File: config.mk
export PLATFORM = sky130hd
export DESIGN_NAME = adrs_port
export DESIGN_NICKNAME = d
export VERILOG_FILES = /design/src/hw/adrs_pkg.sv /design/src/hw/adrs_port.sv /design/src/hw/adrs_sync.sv
export SDC_FILE = /design/constraint.sdc
export NUM_CORES = 1
export LEC_CHECK = 0
export BUFFER_PORTS_ARGS = -buffer_cell sky130_fd_sc_hd__buf_2
export CORE_ASPECT_RATIO = 1.25
export CORE_MARGIN = 1
export CORE_UTILIZATION = 35
export CTS_CLUSTER_SIZE = 24
export DETAILED_ROUTE_END_ITERATION = 12
export PLACE_DENSITY_LB_ADDON = 0.15
export SLEW_MARGIN = 20
export SYNTH_ARGS = -nofsm -noshare
export SYNTH_HDL_FRONTEND = slang
export SYNTH_SLANG_ARGS = --single-unit
export TNS_END_PERCENT = 1
File: constraint.sdc
create_clock -name clk_in -period 4.16 [get_ports clk_in]
set_input_delay 0.208 -clock clk_in [delete_from_list [all_inputs] [get_ports clk_in]]
set_output_delay 0.208 -clock clk_in [all_outputs]
set_load 0.02 [all_outputs]
File: src/hw/adrs_pkg.sv
/*
 Constants shared by the result-ready serial port: register selects, word sizes,
 reset values and the pre-update warning time.
 Assumes a 10 MHz master clock.
*/
package adrs_pkg;
   localparam int CLK_PERIOD_NS = 100;
   // Warning interval ahead of an output update, in master clock periods
   localparam int WARN_PERIODS = 500;
   localparam int WARN_CYCLES = (WARN_PERIODS > 0) ? WARN_PERIODS : 1;
   // Register-select field codes held in comm[6:4]
   localparam logic [2:0] SEL_COMM = 3'h0;
   localparam logic [2:0] SEL_SETUP = 3'h1;
   localparam logic [2:0] SEL_CLOCK = 3'h2;
   localparam logic [2:0] SEL_DATA = 3'h3;
   localparam int SEL_LSB = 4;
   localparam int RW_BIT = 3;
   localparam int DATA_W = 16;
   localparam int BYTE_W = 8;
   localparam logic [7:0] COMM_RST = 8'h00;
   localparam logic [7:0] SETUP_RST = 8'h01;
   localparam logic [7:0] CLOCK_RST = 8'h05;
endpackage

File: src/hw/adrs_port.sv
/*
 Serial port and result-ready logic of a sigma-delta converter.
 Assumes the host drives the serial clock, chip select and data in from its own
 clock domain; results and calibration completion arrive as one-cycle strobes.
*/
// Overview of operation
// [RULE_01] Result-ready goes low when a fresh result sits in the data register.
// [RULE_02] Result-ready goes high after the host reads a complete data word.
// [RULE_03] Unread result: ready high for 500 clocks before next update.
// [RULE_04] Host must not read while result-ready is high.
// [RULE_05] Result-ready goes low again once the update completes.
// [RULE_06] Result-ready also flags end of calibration.
// [RULE_07] Output shifter loads the register named by the select bits.
// [RULE_08] Input words go to setup, clock or comm per select bits.
// [RULE_09] Chip select active low; tied low gives three-wire mode.
// [RULE_10] Reset returns all control and interface state to power-on.
// [RULE_11] Serial clock may be continuous or bursty.
// [RULE_12] After reset or each access, next write targets comm register.
`timescale 1ns/1ps
module adrs_port (
   input wire logic clk_in,
   input wire logic rst_b_in,
   input wire logic sclk_in,
   input wire logic cs_n_in,
   input wire logic din_in,
   input wire logic update_req_in,
   input wire logic [15:0] result_in,
   input wire logic cal_done_in,
   output logic dout_out,
   output logic result_ready_n_out,
   output logic update_busy_out,
   output logic [7:0] setup_out,
   output logic [7:0] clock_out
);
   typedef enum logic [1:0] {ST_IDLE, ST_WARN} adrs_wst_t;
   typedef struct packed {
      logic sclk_d;
      logic [7:0] comm;
      logic [7:0] setup;
      logic [7:0] clkreg;
      logic [15:0] data;
      logic [15:0] shift_in;
      logic [15:0] shift_out;
      logic [4:0] bits;
      logic [4:0] len;
      logic rd_phase;
      logic dout;
      logic ready_n;
      logic unread;
      adrs_wst_t wst;
      logic [15:0] wcnt;
      logic [15:0] pend;
   } adrs_port_t;
   adrs_port_t st_ff;
   adrs_port_t nxt_st;
   logic sclk_s;
   logic cs_n_s;
   logic din_s;

   // ****************************************
   // Pin synchronisation
   // ****************************************
   adrs_sync #(.W(3)) u_sync (
      .clk_in(clk_in),
      .rst_b_in(rst_b_in),
      .d_in({sclk_in, cs_n_in, din_in}),
      .rst_val_in(3'h6),
      .q_out({sclk_s, cs_n_s, din_s})
   );

   function automatic logic [4:0] word_len(input logic [2:0] sel);
      word_len = (sel == adrs_pkg::SEL_DATA) ? 5'h10 : 5'h08;
   endfunction

   // ****************************************
   // Next-state logic
   // ****************************************
   logic rise;
   logic fall;
   logic [2:0] sel;
   always_comb begin
      nxt_st = st_ff;
      nxt_st.sclk_d = sclk_s;
      rise = sclk_s & ~st_ff.sclk_d & ~cs_n_s; // RULE_11
      fall = ~sclk_s & st_ff.sclk_d & ~cs_n_s;
      sel = st_ff.comm[adrs_pkg::SEL_LSB +: 3];
      // Raising chip select mid-word drops the partial word (frame sync use)
      if (cs_n_s) begin // RULE_09
         nxt_st.bits = 5'h00;
      end
      if (fall && st_ff.rd_phase) begin
         nxt_st.dout = st_ff.shift_out[15];
         nxt_st.shift_out = {st_ff.shift_out[14:0], 1'b0};
      end
      if (rise) begin
         nxt_st.bits = st_ff.bits + 5'h01;
         if (!st_ff.rd_phase) begin
            nxt_st.shift_in = {st_ff.shift_in[14:0], din_s};
         end
         if (st_ff.bits + 5'h01 == st_ff.len) begin
            nxt_st.bits = 5'h00;
            nxt_st.len = 5'h08;
            nxt_st.rd_phase = 1'b0;
            if (st_ff.rd_phase) begin
               if (sel == adrs_pkg::SEL_DATA) begin
                  nxt_st.ready_n = 1'b1; // RULE_02
                  nxt_st.unread = 1'b0;
               end
            end else if (st_ff.len == 5'h08 && st_ff.pend == 16'h0000) begin
               // Communications word just arrived
               nxt_st.comm = {st_ff.shift_in[6:0], din_s};
               nxt_st.len = word_len(st_ff.shift_in[5:3]);
               nxt_st.rd_phase = st_ff.shift_in[2];
               nxt_st.pend = 16'h0001;
               if (st_ff.shift_in[2]) begin // RULE_07
                  case (st_ff.shift_in[5:3])
                     adrs_pkg::SEL_SETUP: nxt_st.shift_out = {st_ff.setup, 8'h00};
                     adrs_pkg::SEL_CLOCK: nxt_st.shift_out = {st_ff.clkreg, 8'h00};
                     adrs_pkg::SEL_DATA: nxt_st.shift_out = st_ff.data;
                     default: nxt_st.shift_out = {st_ff.shift_in[6:0], din_s, 8'h00};
                  endcase
               end
            end else begin
               case (sel) // RULE_08
                  adrs_pkg::SEL_SETUP: nxt_st.setup = {st_ff.shift_in[6:0], din_s};
                  adrs_pkg::SEL_CLOCK: nxt_st.clkreg = {st_ff.shift_in[6:0], din_s};
                  default: nxt_st.comm = {st_ff.shift_in[6:0], din_s};
               endcase
            end
            if (st_ff.pend != 16'h0000) begin
               nxt_st.pend = 16'h0000; // RULE_12
            end
         end
      end
      // Update sequencing
      case (st_ff.wst)
         ST_IDLE: begin
            if (update_req_in) begin
               if (st_ff.unread) begin
                  nxt_st.wst = ST_WARN;
                  nxt_st.ready_n = 1'b1; // RULE_03
                  nxt_st.wcnt = 16'(adrs_pkg::WARN_CYCLES - 1);
               end else begin
                  nxt_st.data = result_in;
                  nxt_st.ready_n = 1'b0; // RULE_01
                  nxt_st.unread = 1'b1;
               end
            end
         end
         ST_WARN: begin
            if (st_ff.wcnt == 16'h0000) begin
               nxt_st.wst = ST_IDLE;
               nxt_st.data = result_in;
               nxt_st.ready_n = 1'b0; // RULE_05
               nxt_st.unread = 1'b1;
            end else begin
               nxt_st.wcnt = st_ff.wcnt - 16'h0001;
               nxt_st.ready_n = 1'b1;
            end
         end
         default: nxt_st.wst = ST_IDLE;
      endcase
      if (cal_done_in) begin
         nxt_st.ready_n = 1'b0; // RULE_06
      end
   end

   // ****************************************
   // State register
   // ****************************************
   always_ff @(posedge clk_in) begin
      if (!rst_b_in) begin // RULE_10
         st_ff <= '{sclk_d: 1'b1, comm: adrs_pkg::COMM_RST, setup: adrs_pkg::SETUP_RST,
                    clkreg: adrs_pkg::CLOCK_RST, data: 16'h0000, shift_in: 16'h0000,
                    shift_out: 16'h0000, bits: 5'h00, len: 5'h08, rd_phase: 1'b0,
                    dout: 1'b1, ready_n: 1'b1, unread: 1'b0, wst: ST_IDLE,
                    wcnt: 16'h0000, pend: 16'h0000};
      end else begin
         st_ff <= nxt_st;
      end
   end

   assign dout_out = st_ff.dout;
   assign result_ready_n_out = st_ff.ready_n;
   assign update_busy_out = (st_ff.wst == ST_WARN);
   assign setup_out = st_ff.setup;
   assign clock_out = st_ff.clkreg;

   // ****************************************
   // Checks
   // ****************************************
   warn_high_a: assert property (@(posedge clk_in) disable iff (!rst_b_in) // RULE_03
      (st_ff.wst == ST_WARN && !cal_done_in) |-> st_ff.ready_n == 1'b1 || $past(cal_done_in))
      else $error("ready low during warning");
   // Independent count of warning cycles; a long plain delay is too costly to unroll
   logic [15:0] warn_run_ff;
   always_ff @(posedge clk_in) begin
      if (!rst_b_in || st_ff.wst != ST_WARN) begin
         warn_run_ff <= 16'h0000;
      end else begin
         warn_run_ff <= warn_run_ff + 16'h0001;
      end
   end
   warn_len_a: assert property (@(posedge clk_in) disable iff (!rst_b_in) // RULE_03
      (st_ff.wst == ST_WARN && warn_run_ff == 16'(adrs_pkg::WARN_CYCLES - 1))
      |=> st_ff.wst == ST_IDLE)
      else $error("warning interval length wrong");
   warn_hold_a: assert property (@(posedge clk_in) disable iff (!rst_b_in) // RULE_03
      (st_ff.wst == ST_WARN && warn_run_ff != 16'(adrs_pkg::WARN_CYCLES - 1))
      |=> st_ff.wst == ST_WARN)
      else $error("warning interval ended early");
   update_low_a: assert property (@(posedge clk_in) disable iff (!rst_b_in) // RULE_05
      (st_ff.wst == ST_WARN && st_ff.wcnt == 16'h0000) |=> !st_ff.ready_n)
      else $error("ready not low after update");
   fresh_low_a: assert property (@(posedge clk_in) disable iff (!rst_b_in) // RULE_01
      (st_ff.wst == ST_IDLE && update_req_in && !st_ff.unread)
      |=> !st_ff.ready_n && st_ff.data == $past(result_in))
      else $error("fresh result not flagged");
   cal_low_a: assert property (@(posedge clk_in) disable iff (!rst_b_in) // RULE_06
      cal_done_in |=> !st_ff.ready_n)
      else $error("calibration end not flagged");
   read_high_a: assert property (@(posedge clk_in) disable iff (!rst_b_in) // RULE_02
      (rise && st_ff.rd_phase && sel == adrs_pkg::SEL_DATA && st_ff.bits == 5'h0f
       && !update_req_in && st_ff.wst == ST_IDLE && !cal_done_in) |=> st_ff.ready_n)
      else $error("ready not high after read");
   cs_idle_a: assert property (@(posedge clk_in) disable iff (!rst_b_in) // RULE_09
      cs_n_s |=> st_ff.bits == 5'h00)
      else $error("bit count moved while deselected");
   comm_next_a: assert property (@(posedge clk_in) disable iff (!rst_b_in) // RULE_12
      (rise && st_ff.pend != 16'h0000 && st_ff.bits + 5'h01 == st_ff.len)
      |=> st_ff.len == 5'h08 && st_ff.pend == 16'h0000)
      else $error("comm not selected after access");
   reset_a: assert property (@(posedge clk_in) // RULE_10
      !rst_b_in |=> st_ff.ready_n && st_ff.comm == adrs_pkg::COMM_RST)
      else $error("reset state wrong");
   cv_warn_c: cover property (@(posedge clk_in) st_ff.wst == ST_WARN);
   cv_read_c: cover property (@(posedge clk_in) $rose(st_ff.ready_n) && st_ff.wst == ST_IDLE);
   cv_cal_c: cover property (@(posedge clk_in) cal_done_in);
endmodule

File: src/hw/adrs_sync.sv
/*
 Two flip-flop synchroniser for asynchronous pins.
 Assumes the input may change at any time relative to clk_in.
*/
`timescale 1ns/1ps
module adrs_sync #(
   parameter int W = 3
) (
   input wire logic clk_in,
   input wire logic rst_b_in,
   input wire logic [W-1:0] d_in,
   input wire logic [W-1:0] rst_val_in,
   output logic [W-1:0] q_out
);
   typedef struct packed {
      logic [W-1:0] s1;
      logic [W-1:0] s2;
   } adrs_sync_t;
   adrs_sync_t st_ff;
   adrs_sync_t nxt_st;
   always_comb begin
      nxt_st.s1 = d_in;
      nxt_st.s2 = st_ff.s1;
   end
   // Reset value is a constant in practice; tie rst_val_in to a literal
   always_ff @(posedge clk_in) begin
      if (!rst_b_in) begin
         st_ff <= '{s1: rst_val_in, s2: rst_val_in};
      end else begin
         st_ff <= nxt_st;
      end
   end
   assign q_out = st_ff.s2;
endmodule

# [Yosys cells after proc, flatten, opt, wreduce, memory -nomap -nowiden]
# Cells that the tools add are included.
[word_totals] ff_bits=126 inputBits=23 output_inout_bits=19 elab_cells=99
[classes] addsub=2 eq_ne=16 n_mux=35 n_bitwise=9 n_reduce_logical=19
[ops] operator="$mux W16" count=11
[ops] operator="$pmux W16 S2" count=2
[ops] operator="$mux W27" count=2
[ops] operator="$pmux W16 S3" count=1
[ops] operator="$logic_not A16 Y1" count=2
[ops] operator="$mux W20" count=1
[ops] operator="$mux W18" count=1
[ops] operator="$reduce_and A4 Y1" count=4
[ops] operator="$reduce_bool A16 Y1" count=1
[ops] operator="$sub A16 B1 Y16 const B" count=1
[ops] operator="$mux W7" count=2
[ops] operator="$eq A3 B2 Y1 const B" count=4
[ops] operator="$mux W6" count=2
[ops] operator="$mux W5" count=2
[ops] operator="$reduce_and A5 Y1" count=2
[ops] operator="$mux W2" count=4
[ops] operator="$ne A2 B2 Y1 const B" count=4
[ops] operator="$pmux W2 S2" count=2
[ops] operator="$eq A3 B1 Y1 const B" count=2
[ops] operator="$ne A2 B1 Y1 const B" count=3
[ops] operator="$reduce_bool A2 Y1" count=3
[ops] operator="$add A5 B1 Y5 const B" count=1
[ops] operator="$eq A5 B4 Y1 const B" count=1
[ops] operator="$eq A5 B5 Y1" count=1
[ops] operator="10 further kinds" count=22

# [Longest topological paths before layout]
# Gate-level depths: netlist of run 1.
[logic_depth] depth_word=10 ltp_mapped=8 ltp_nobuf=7

# [Hierarchy]
# Synthesis of run 1 repeated with hierarchy kept, for this count alone.
[hier_totals] cells_unflattened=497 area_unflattened_um2=4591.9
[modules_own_cells] mod="adrs_port" n_inst=1 cells_per_inst=484 area_per_inst_um2=4370.4 seq_area_each_um2=1761.7
[modules_own_cells] mod="adrs_sync" n_inst=1 cells_per_inst=13 area_per_inst_um2=221.5 seq_area_each_um2=120.1

# [Worst setup path before layout of run 1]
# Ideal clock, no wire load.
[synth_path] path_type="register to register" startpoint="register st_ff[16] (netlist bit)" endpoint="register st_ff[21] (netlist bit)" setup_ns=0.115 arrival_ns=1.884 required_ns=4.045 slack_ns=2.161 path_stages_with_launch=8 path_buffers=0 period_less_slack_ns=1.999 path_cell_list="dfxtp_1 -> inv_1 -> ha_1 -> nor3b_1 -> and3_1 -> a21boi_0 -> mux2_2 -> o21a_1"
[synth_via] elab_chain_len=3 elab_cells_between_ends=6 classes_between="1 x add/sub; 1 x eq/ne; 2 x mux; 2 x reduce/logical"
[synth_lines] element="start, declared" line_no="adrs_port.sv:54" rtl="adrs_port_t st_ff;"
[synth_lines] element="start signal, assigned" line_no="adrs_port.sv:173" rtl="st_ff <= '{sclk_d: 1'b1, comm: adrs_pkg::COMM_RST, setup: adrs_pkg::SETUP_RST,"
[synth_lines] element="start signal, assigned" line_no="adrs_port.sv:179" rtl="st_ff <= nxt_st;"
[synth_lines] element="$sub A16 B1 Y16 or $logic_not A16 Y1 (tied branches)" line_no="adrs_port.sv:157, adrs_port.sv:151"
[synth_lines] element="$mux W16 or $ne A2 B2 Y1 (tied branches)"
[synth_lines] element="$pmux W16 S2 or $reduce_and A4 Y1 (tied branches)"
# Several ways; a longest one is shown, not always the timed one. The select of a mux whose other input is x is not followed.
# A chain may end at the register's enable or synchronous reset.

# [Worst setup path after layout of run 1]
[layout_path] startpoint="register st_ff[16] (netlist bit)" endpoint="register st_ff[25] (netlist bit)"
# The elaborated chain is that of the path after synthesis.

==> run_results.csv, run 1 <==
group,metric,value,unit
pwr,peakVddDrop,283,uV
critical_path,crit_type,"reg -> reg",
placement,dp.cells,668,
synth,synth.top_cell.area_share,0.424,
synth,synth_edf_count,0,
routing,drt_iter0_drc,182,
clock_tree,cts_resized,0,
routing,wire_per_inst,14.9,microns
layout,seqCellArea,1880,sq um
pwr,power.leakage,2.00,nW
clock_tree,insertion_delay,340,ps
global_routing,antenna_found_initial,0,
placement,dpl_cell_area,4660,sq um
sta,setup_viol,0,
sta,worst_pin_slew,1040,ps
clock_tree,cts_made_buffers,9,
synth,avgSynthCellArea,8.78,sq um
layout,diodes,0,
floorplan,chipWidth,103,microns
layout,multi_input_area,2300,sq um
run,drv_cap,0,
layout,mostFrequentLayoutCells,"dfxtp_1 (94), nand2_1 (61), nor2_1 (45), buf_2 (41), nand3_1 (35)",
status,status,"finished, final reports clean",
floorplan,start_util,0.361,
sta,slew_viol_final,0,
layout,layoutNonFillerInstCount,684,
sta,finClkSkew,4.20,ps
synth,seq_area_frac_synth,0.424,
synth,yosysTopAreaCell,"dfxtp_1",
sta,clock.fmax,436,MHz
critical_path,end_kind,"register",
placement,gp_congestion,0.802,
synth,synth.area.top_cells,"dfxtp_1 (42%), mux2i_1 (7.0%), nand2_1 (5.2%), nand3_1 (4.0%), nor2_1 (3.8%)",
global_routing,grt_max_degree,67,
global_routing,gr-total-overflow,0,
clock_tree,post_cts_buffers,0,
clock_tree,cts.sinks,94,
global_routing,grt_pass1_vias,3321,
placement,dp_hpwl,7.00,mm
placement,io_buffers,41,
layout,final_common_cell,"dfxtp_1",
layout,nFillCells,1304,
sta,setup_tns,0,ps
critical_path,required,4400,ps
clock_tree,cts_max_level,3,
routing,drt-total-wl,10.2,mm
synth,ys.warnings.count,0,
routing,drtPass1Iterations,4,
critical_path,worst_setup_path_start_kind,"register",
sta,min_period_over_period,0.551,
sta,fin_hold_ws,49.7,ps
clock_tree,ctsHoldBuffers,0,
clock_tree,cts.clk_slew.worst_paths,70,ps
clock_tree,clock_path_buffers,2,
layout,area_growth,12.3,%
clock_tree,cts.root.buffer_cell,"clkbuf_16",
floorplan,core_area,12300,sq um
layout,final_area,4980,sq um
sta,fin_crit,2290,ps
layout,layout-drive-gt1-share,0.175,
floorplan,fp-row-count,45,
layout,nets,541,
sta,maxSlewHeadroom,0.306,
synth,synth_fp_nets,531,
synth,syn_inst,505,
sta,rsz0062_at_grt,"no",
floorplan,dieArea,13100,sq um
routing,via_per_inst,5.11,
synth,synth_top_flop_cell,"dfxtp_1",
synth,synthArstFlopShare,0,
routing,vias,3493,
floorplan,fp.dieH,128,microns
critical_path,cp.arrival,2530,ps
clock_tree,cts_tree,"yes",
global_routing,grt.total_usage,0.166,
sta,finalHoldViolations,0,
synth,yosysUniqueCellTypes,62,
pwr,power.density,514,nW/um^2
synth,ys_ff_latch,94,
routing,ant_nets,0,
floorplan,floorplan.io_pins,42,
routing,drc,0,
critical_path,path_max_fanout,11,
hold_path,hp-class,"in -> reg",
global_routing,grt_pass1_wl,16.9,mm
pwr,power.total,2.56,mW
synth,syn-cell-area,4430,sq um
cell families after synthesis:
group / share of synthesized area
compound gates: 0.147
xor+xnor: 0.0308
fa+ha+maj: 0.00847
simple gates: 0.231
buf+inv: 0.0609
flops: 0.424
mux: 0.0979
area by class of cell:
class / count / area share
clock buffer: 10 / 0.0460
clock inverter: 6 / 0.0173
inverter: 6 / 0.00452
multi-input combinational: 357 / 0.463
sequential: 94 / 0.378
tap: 164 / 0.0412
timing repair buffer: 47 / 0.0503
metrics by stage:
stage	util	setup slack [ps]
after floorplan	-	2160
after global placement	0.380	1970
after detailed placement	0.380	1900
after CTS	0.406	1870
after global routing	0.406	1680
final	0.406	1870
metal layers:
layer / GRT usage / up-vias / routed length [microns] / share of wire
met5: 0 / - / 0 / 0
met4: 0.0622 / 0 / 127 / 0.012
met3: 0.0365 / 9 / 355 / 0.035
met2: 0.253 / 54 / 4730 / 0.46
met1: 0.227 / 1639 / 4980 / 0.49
li1: - / 1791 / - / -
synth_stat cells (all sizes together), types with 4 or more instances:
cell type,n
a22oi,8
mux2i,31
a31oi,4
xor2,5
a21oi,23
nand3,35
xnor2,7
dfxtp,94
o21ai,32
nand2b,8
nand4,4
inv,6
mux2,11
clkbuf,22
buf,26
a211oi,14
nor3,10
nand2,61
nor2,45
worst max-delay path, cell delays in order (launching register included):
cell and delay [ps]:
dfxtp_1 390, inv_1 70, ha_1 230, nor3b_1 180, and3_1 220, a21oi_1 680
a31oi_1 180, a41o_1 230
power by group:
part           leakage, nW  internal [mW]  switching [mW]  total, mW
Combinational         1.09          0.244           0.342      0.586
Sequential           0.763          0.993           0.102       1.10
Clock                0.152          0.526           0.350      0.876
Total                 2.00           1.76           0.794       2.56
registers in the layout, indices dropped and copies added, names as in the netlist:
name                cells
st_ff                  67
clock_out               8
setup_out               8
sel                     3
u_sync.nxt_st           3
u_sync.q_out            3
dout_out                1
result_ready_n_out      1
path summary, 6_finish.rpt:
path | startpoint | end | slack (ps) | depth (start not counted)
max reg2reg | st_ff[16] | st_ff[25] | 1870 | 7
min | cs_n_in | u_sync.nxt_st[1] | 50 | 2
min reg2reg | u_sync.nxt_st[1] | u_sync.q_out[1] | 410 | 1
max | st_ff[16] | st_ff[25] | 1870 | 7
Note: power is estimated with default switching activity, not from simulation.
==> run 2, diff against run 1 <==
Settings changed: ABC_AREA set to 1.
Clock period 4.16 ns to 2.19 ns, I/O delays scaled along.
==> run_results.csv, run 2 <==
group,metric,value,unit
floorplan,fp.dieH,131,microns
sta,min_period_over_period,0.935,
critical_path,path_max_fanout,18,
pwr,combPwrFrac,0.176,
global_routing,grt_pass1_vias,3955,
synth,syn-cell-area,4660,sq um
routing,drc,0,
critical_path,end_kind,"register",
floorplan,core_area,12800,sq um
clock_tree,cts.root.buffer_cell,"clkbuf_16",
layout,area_growth,13.2,%
floorplan,start_util,0.363,
pwr,power.density,839,nW/um^2
layout,nets,731,
sta,setup_tns,0,ps
synth,ys_ff_latch,94,
pwr,clockPowerShare,0.394,
pwr,p_sw_frac,0.279,
layout,largest_register_ffs,67,
floorplan,fp-row-count,46,
status,status,"finished, final reports clean",
routing,via_per_inst,4.78,
pwr,seqPwrFrac,0.430,
global_routing,grt_pass1_wl,18.8,mm
clock_tree,cts_resized,0,
clock_tree,cts_made_buffers,9,
synth,syn_inst,679,
routing,ant_nets,0,
clock_tree,insertion_delay,350,ps
sta,finalHoldViolations,0,
synth,synth_fp_nets,705,
sta,finClkSkew,7.60,ps
synth,ys.warnings.count,0,
routing,drt_iter0_drc,217,
clock_tree,clock_path_buffers,2,
synth,yosysTopAreaCell,"dfxtp_1",
floorplan,dieArea,13800,sq um
global_routing,antenna_found_initial,0,
layout,nFillCells,1319,
sta,rsz0062_at_grt,"no",
critical_path,reg2reg_from,"st_ff[16]",
global_routing,grt_max_degree,50,
pwr,p_int,3.19,mW
clock_tree,cts_tree,"yes",
clock_tree,cts.sinks,94,
synth,synthArstFlopShare,0,
synth,yosysUniqueCellTypes,35,
layout,largest_register,"st_ff",
routing,vias,4184,
floorplan,floorplan.io_pins,42,
synth,seq_area_frac_synth,0.404,
synth,yosys-top-cells-count,"nand2_1 (180), dfxtp_1 (94), nor2_1 (94)",
pwr,peakVddDrop,347,uV
synth,synth.area.top_cells,"dfxtp_1 (40%), nand2_1 (15%), nor2_1 (7.6%), inv_1 (5.6%), a21oi_1 (4.8%)",
routing,drtPass1Iterations,4,
layout,layout-drive-gt1-share,0.134,
critical_path,required,2420,ps
pwr,p_sw,1.23,mW
critical_path,r2r_slack,140,ps
sta,maxSlewHeadroom,0.673,
placement,dp_hpwl,8.44,mm
sta,fin_crit,2050,ps
hold_path,hp-class,"in -> reg",
routing,wire_per_inst,13.2,microns
synth,avgSynthCellArea,6.86,sq um
layout,final_common_cell,"nand2_1",
floorplan,chipWidth,105,microns
critical_path,crit_type,"reg -> reg",
clock_tree,cts_max_level,3,
sta,slew_viol_final,0,
sta,setup_viol,0,
critical_path,cp.arrival,2280,ps
sta,worst_pin_slew,486,ps
global_routing,gr-total-overflow,0,
layout,diodes,0,
run,drv_cap,0,
critical_path,worst_setup_path_start_kind,"register",
synth,synth.top_cell.area_share,0.404,
hold_path,hp-start,"result_in[2]",
pwr,power.leakage,2.43,nW
placement,io_buffers,41,
placement,gp_congestion,0.880,
critical_path,startpoint,"st_ff[16]",
synth,synth_top_flop_cell,"dfxtp_1",
global_routing,grt.total_usage,0.176,
routing,drt-total-wl,11.5,mm
clock_tree,cts.clk_slew.worst_paths,70,ps
synth,synth_edf_count,0,
layout,mostFrequentLayoutCells,"nand2_1 (180), nor2_1 (94), dfxtp_1 (94), inv_1 (70), a21oi_1 (45)",
pwr,power.total,4.42,mW
sta,clock.fmax,489,MHz
synth,yosysMostFrequentCell,"nand2_1",
## run 2: changes by cell type after synthesis, moves of 8 or more
| cell | previous run | this run |
|---|---|---|
| nand2_1 | 61 | 180 |
| inv_1 | 6 | 70 |
| nor2_1 | 45 | 94 |
| mux2i_1 | 31 | 0 |
| a21oi_1 | 23 | 45 |
| o21ai_1 | 0 | 15 |
| nand4_1 | 2 | 16 |
| a211oi_1 | 13 | 0 |
| mux2_2 | 11 | 0 |
| clkbuf_1 | 22 | 12 |
| a22oi_1 | 8 | 0 |
| nand2b_1 | 8 | 0 |
## run 2: worst paths after layout
kind | end | depth (start not counted)
setup / recovery | st_ff[90] | 9
hold reg to reg | u_sync.q_out[2] | 1
hold / removal | st_ff[82] | 3
setup reg to reg | st_ff[90] | 9
## run 2: cells by family (layout without fill, tap and decap cells)
kind of cell | count (synthesis) | in the layout | share of synthesized area
xor gates and xnor gates | 4 | 4 | 0.00752
adders and majority gates | 3 | 3 | 0.00806
AOI/OAI and AO/OA | 96 | 96 | 0.114
and+or+nand+nor | 358 | 358 | 0.340
DFF | 94 | 94 | 0.404
buffers and inverters | 124 | 153 | 0.127
## run 2: metal layers
| layer | vias up | part of all wire | GRT usage | routed length [microns] |
|---|---|---|---|---|
| li1 | 2195 | - | - | - |
| met1 | 1918 | 0.44 | 0.198 | 5060 |
| met2 | 55 | 0.51 | 0.329 | 5930 |
| met3 | 16 | 0.023 | 0.0258 | 261 |
| met4 | 0 | 0.023 | 0.0845 | 266 |
| met5 | - | 0 | 0 | 0 |
## run 2: power groups by stage
stage	combinational (mW)	sequential [mW]	clock, mW
3_3_place_gp	0.759	1.94	0
2_1_floorplan	0.650	1.91	0
3_5_place_dp	0.767	1.94	0
6_report	0.776	1.90	1.74
5_1_grt	0.893	1.91	1.85
4_1_cts	0.781	1.90	1.79
## run 2: repair_timing
item | 4_1_cts | 5_1_grt
endpoints found under the hold margin | 8 | 0
hold buffers | 8 | 0
setup endpoints to repair | 0 | 0
buffers inserted | 0 | 0
## run 2: per-stage QoR
step / instance area, sq um / hold slack, ps / util / instances / setup slack [ps]
after floorplan: 4660 / 207 / - / 679 / 482
after CTS: 5270 / 8.27 / 0.411 / 876 / 156
final: 5270 / 9.36 / 0.411 / 876 / 143
after global routing: 5270 / 34.2 / 0.411 / 876 / 38.5
after global placement: 4860 / 289 / 0.379 / 854 / 248
after detailed placement: 4860 / 298 / 0.379 / 854 / 169
## run 2: cell type report
cell class	count	area, sq um	area share
repair buffers	59	360	0.0684
inverters	80	305	0.0579
flip-flops and latches	94	1880	0.357
multi-input cells	461	2190	0.415
clock buffers	10	229	0.0434
clock inverters	4	97.6	0.0185
well taps	168	210	0.0399
## run 2: critical path: stages (launching register included)
cell and delay, ps:
dfxtp_1 300, inv_1 90, ha_1 200, nand2_1 100, nor2_4 120, nand2_2 90, o31ai_4 340, nand3_4 300
o21ai_0 330, nor2_1 60
==> run 3, diff against run 2 <==
Settings changed: SETUP_SLACK_MARGIN set to 0.5.
==> run_results.csv, run 3 (synthesis results as in run 2) <==
group,metric,value,unit
placement,dpl_cell_area,4860,sq um
clock_tree,cts_made_buffers,9,
critical_path,path_max_fanout,4,
pwr,peakVddDrop,405,uV
sta,min_period_over_period,0.818,
clock_tree,insertion_delay,340,ps
routing,ant_nets,0,
layout,layout-drive-gt1-share,0.198,
sta,worst_pin_slew,602,ps
floorplan,fp.dieH,131,microns
routing,drtPass1Iterations,5,
sta,setup_viol,0,
global_routing,grt.total_usage,0.188,
layout,nets,754,
sta,setup_tns,0,ps
clock_tree,clock_path_buffers,2,
floorplan,chipWidth,105,microns
clock_tree,cts_tree,"yes",
critical_path,required,2400,ps
clock_tree,cts.clk_slew.worst_paths,60,ps
sta,maxSlewHeadroom,0.598,
layout,utilization,0.439,
placement,gp_congestion,0.856,
pwr,power.leakage,2.60,nW
floorplan,fp-row-count,46,
critical_path,path_buf_inv,7,
layout,final_common_cell,"nand2_1",
layout,area_growth,21.0,%
routing,via_per_inst,4.87,
routing,vias,4382,
floorplan,floorplan.io_pins,42,
routing,drt-total-wl,12.4,mm
placement,io_buffers,41,
global_routing,grt_util_met2,0.345,
run,drv_cap,0,
critical_path,cpLargestDelayFamily,"buffers and inverters",
status,status,"finished, final reports clean",
routing,drc,0,
critical_path,crit_type,"reg -> reg",
global_routing,gr-total-overflow,0,
layout,layoutNonFillerInstCount,900,
floorplan,core_area,12800,sq um
placement,dp_hpwl,8.44,mm
sta,slew_viol_final,0,
sta,rsz0062_at_grt,"yes",
pwr,power.density,833,nW/um^2
layout,final_area,5640,sq um
placement,dp.cells,854,
hold_path,hp-class,"in -> reg",
global_routing,met3_usage,0.0218,
sta,clock.fmax,558,MHz
critical_path,worst_setup_path_start_kind,"register",
placement,dp_slack,184,ps
layout,largest_register_ffs,67,
global_routing,grtUsageMet1,0.215,
sta,finClkSkew,9.72,ps
floorplan,start_util,0.363,
global_routing,grt_pass1_vias,4194,
pwr,power.total,4.69,mW
floorplan,dieArea,13800,sq um
critical_path,cp.arrival,2000,ps
layout,diodes,0,
clock_tree,cts.root.buffer_cell,"clkbuf_16",
clock_tree,cts.sinks,94,
layout,nFillCells,1328,
routing,drt_iter0_drc,197,
clock_tree,cts_max_level,3,
global_routing,grt_max_degree,55,
sta,fin_hold_ws,11.1,ps
critical_path,end_kind,"register",
global_routing,grt_pass1_wl,20.2,mm
routing,wire_per_inst,13.8,microns
global_routing,antenna_found_initial,0,
sta,fin_crit,1790,ps
sta,finalHoldViolations,0,
critical_path,cp_cell_sequence,"ha_4 -> nand3_2 -> nand2_2 -> buf_4 -> buf_4 -> buf_4 -> buf_4 -> buf_4 -> buf_4 -> buf_4 -> nand4_1 -> a21oi_1",
sta,fin_ws,398,ps
critical_path,critPathSlowestCell,"dfxtp_4",
critical_path,cp_slowest_stage_delay,360,ps
layout,mostFrequentLayoutCells,"nand2_1 (177), nor2_1 (92), dfxtp_1 (90), inv_1 (68), a21oi_1 (44)",
layout,largest_register,"st_ff",
critical_path,cp_common_cell,"buf_4",
global_routing,busiest_layer,"met2",
-- run 3: report_power, final --
part           switching [mW]  internal, mW
logic                   0.598         0.404
clock network           0.651          1.14
registers              0.0862          1.82
-- run 3: final timing paths --
kind | startpoint | endpoint | slack [ps] | cells after the start
max | st_ff[44] | st_ff[47] | 400 | 12
min | result_in[5] | st_ff[85] | 10 | 3
max reg2reg | st_ff[44] | st_ff[47] | 400 | 12
min reg2reg | u_sync.nxt_st[2] | u_sync.q_out[2] | 410 | 1
-- run 3: what timing repair did --
item / 4_1_cts / 5_1_grt
gates resized for setup: 45 / 3
endpoints found under the hold margin: 4 / 0
pin swaps: 16 / 2
setup buffers: 23 / 0
endpoints found under the setup margin: 75 / 76
hold buffers: 4 / 0
cloned: 4 / 0
-- run 3: final cells by class --
type,count,area [sq um],area share
Tap cell,168,210,0.0373
Sequential cell,94,1890,0.336
Timing Repair Buffer,80,566,0.100
Inverter,80,322,0.0570
Clock inverter,4,95.1,0.0169
Clock buffer,11,243,0.0431
Multi-Input combinational cell,463,2310,0.410
-- run 3: layer usage --
| metal | share of wire | vias up | wire length, microns |
|---|---|---|---|
| li1 | - | 2246 | - |
| met1 | 0.42 | 1991 | 5240 |
| met2 | 0.50 | 112 | 6220 |
| met3 | 0.041 | 33 | 506 |
| met4 | 0.037 | 0 | 454 |
| met5 | 0 | - | 0 |
-- run 3: worst register-to-register path, cell delays in order (launching register included) --
cell,delay (ps)
dfxtp_4,360
ha_4,170
nand3_2,90
nand2_2,60
buf_4,130
buf_4,120
buf_4,120
buf_4,120
buf_4,120
buf_4,120
buf_4,120
nand4_1,80
a21oi_1,70
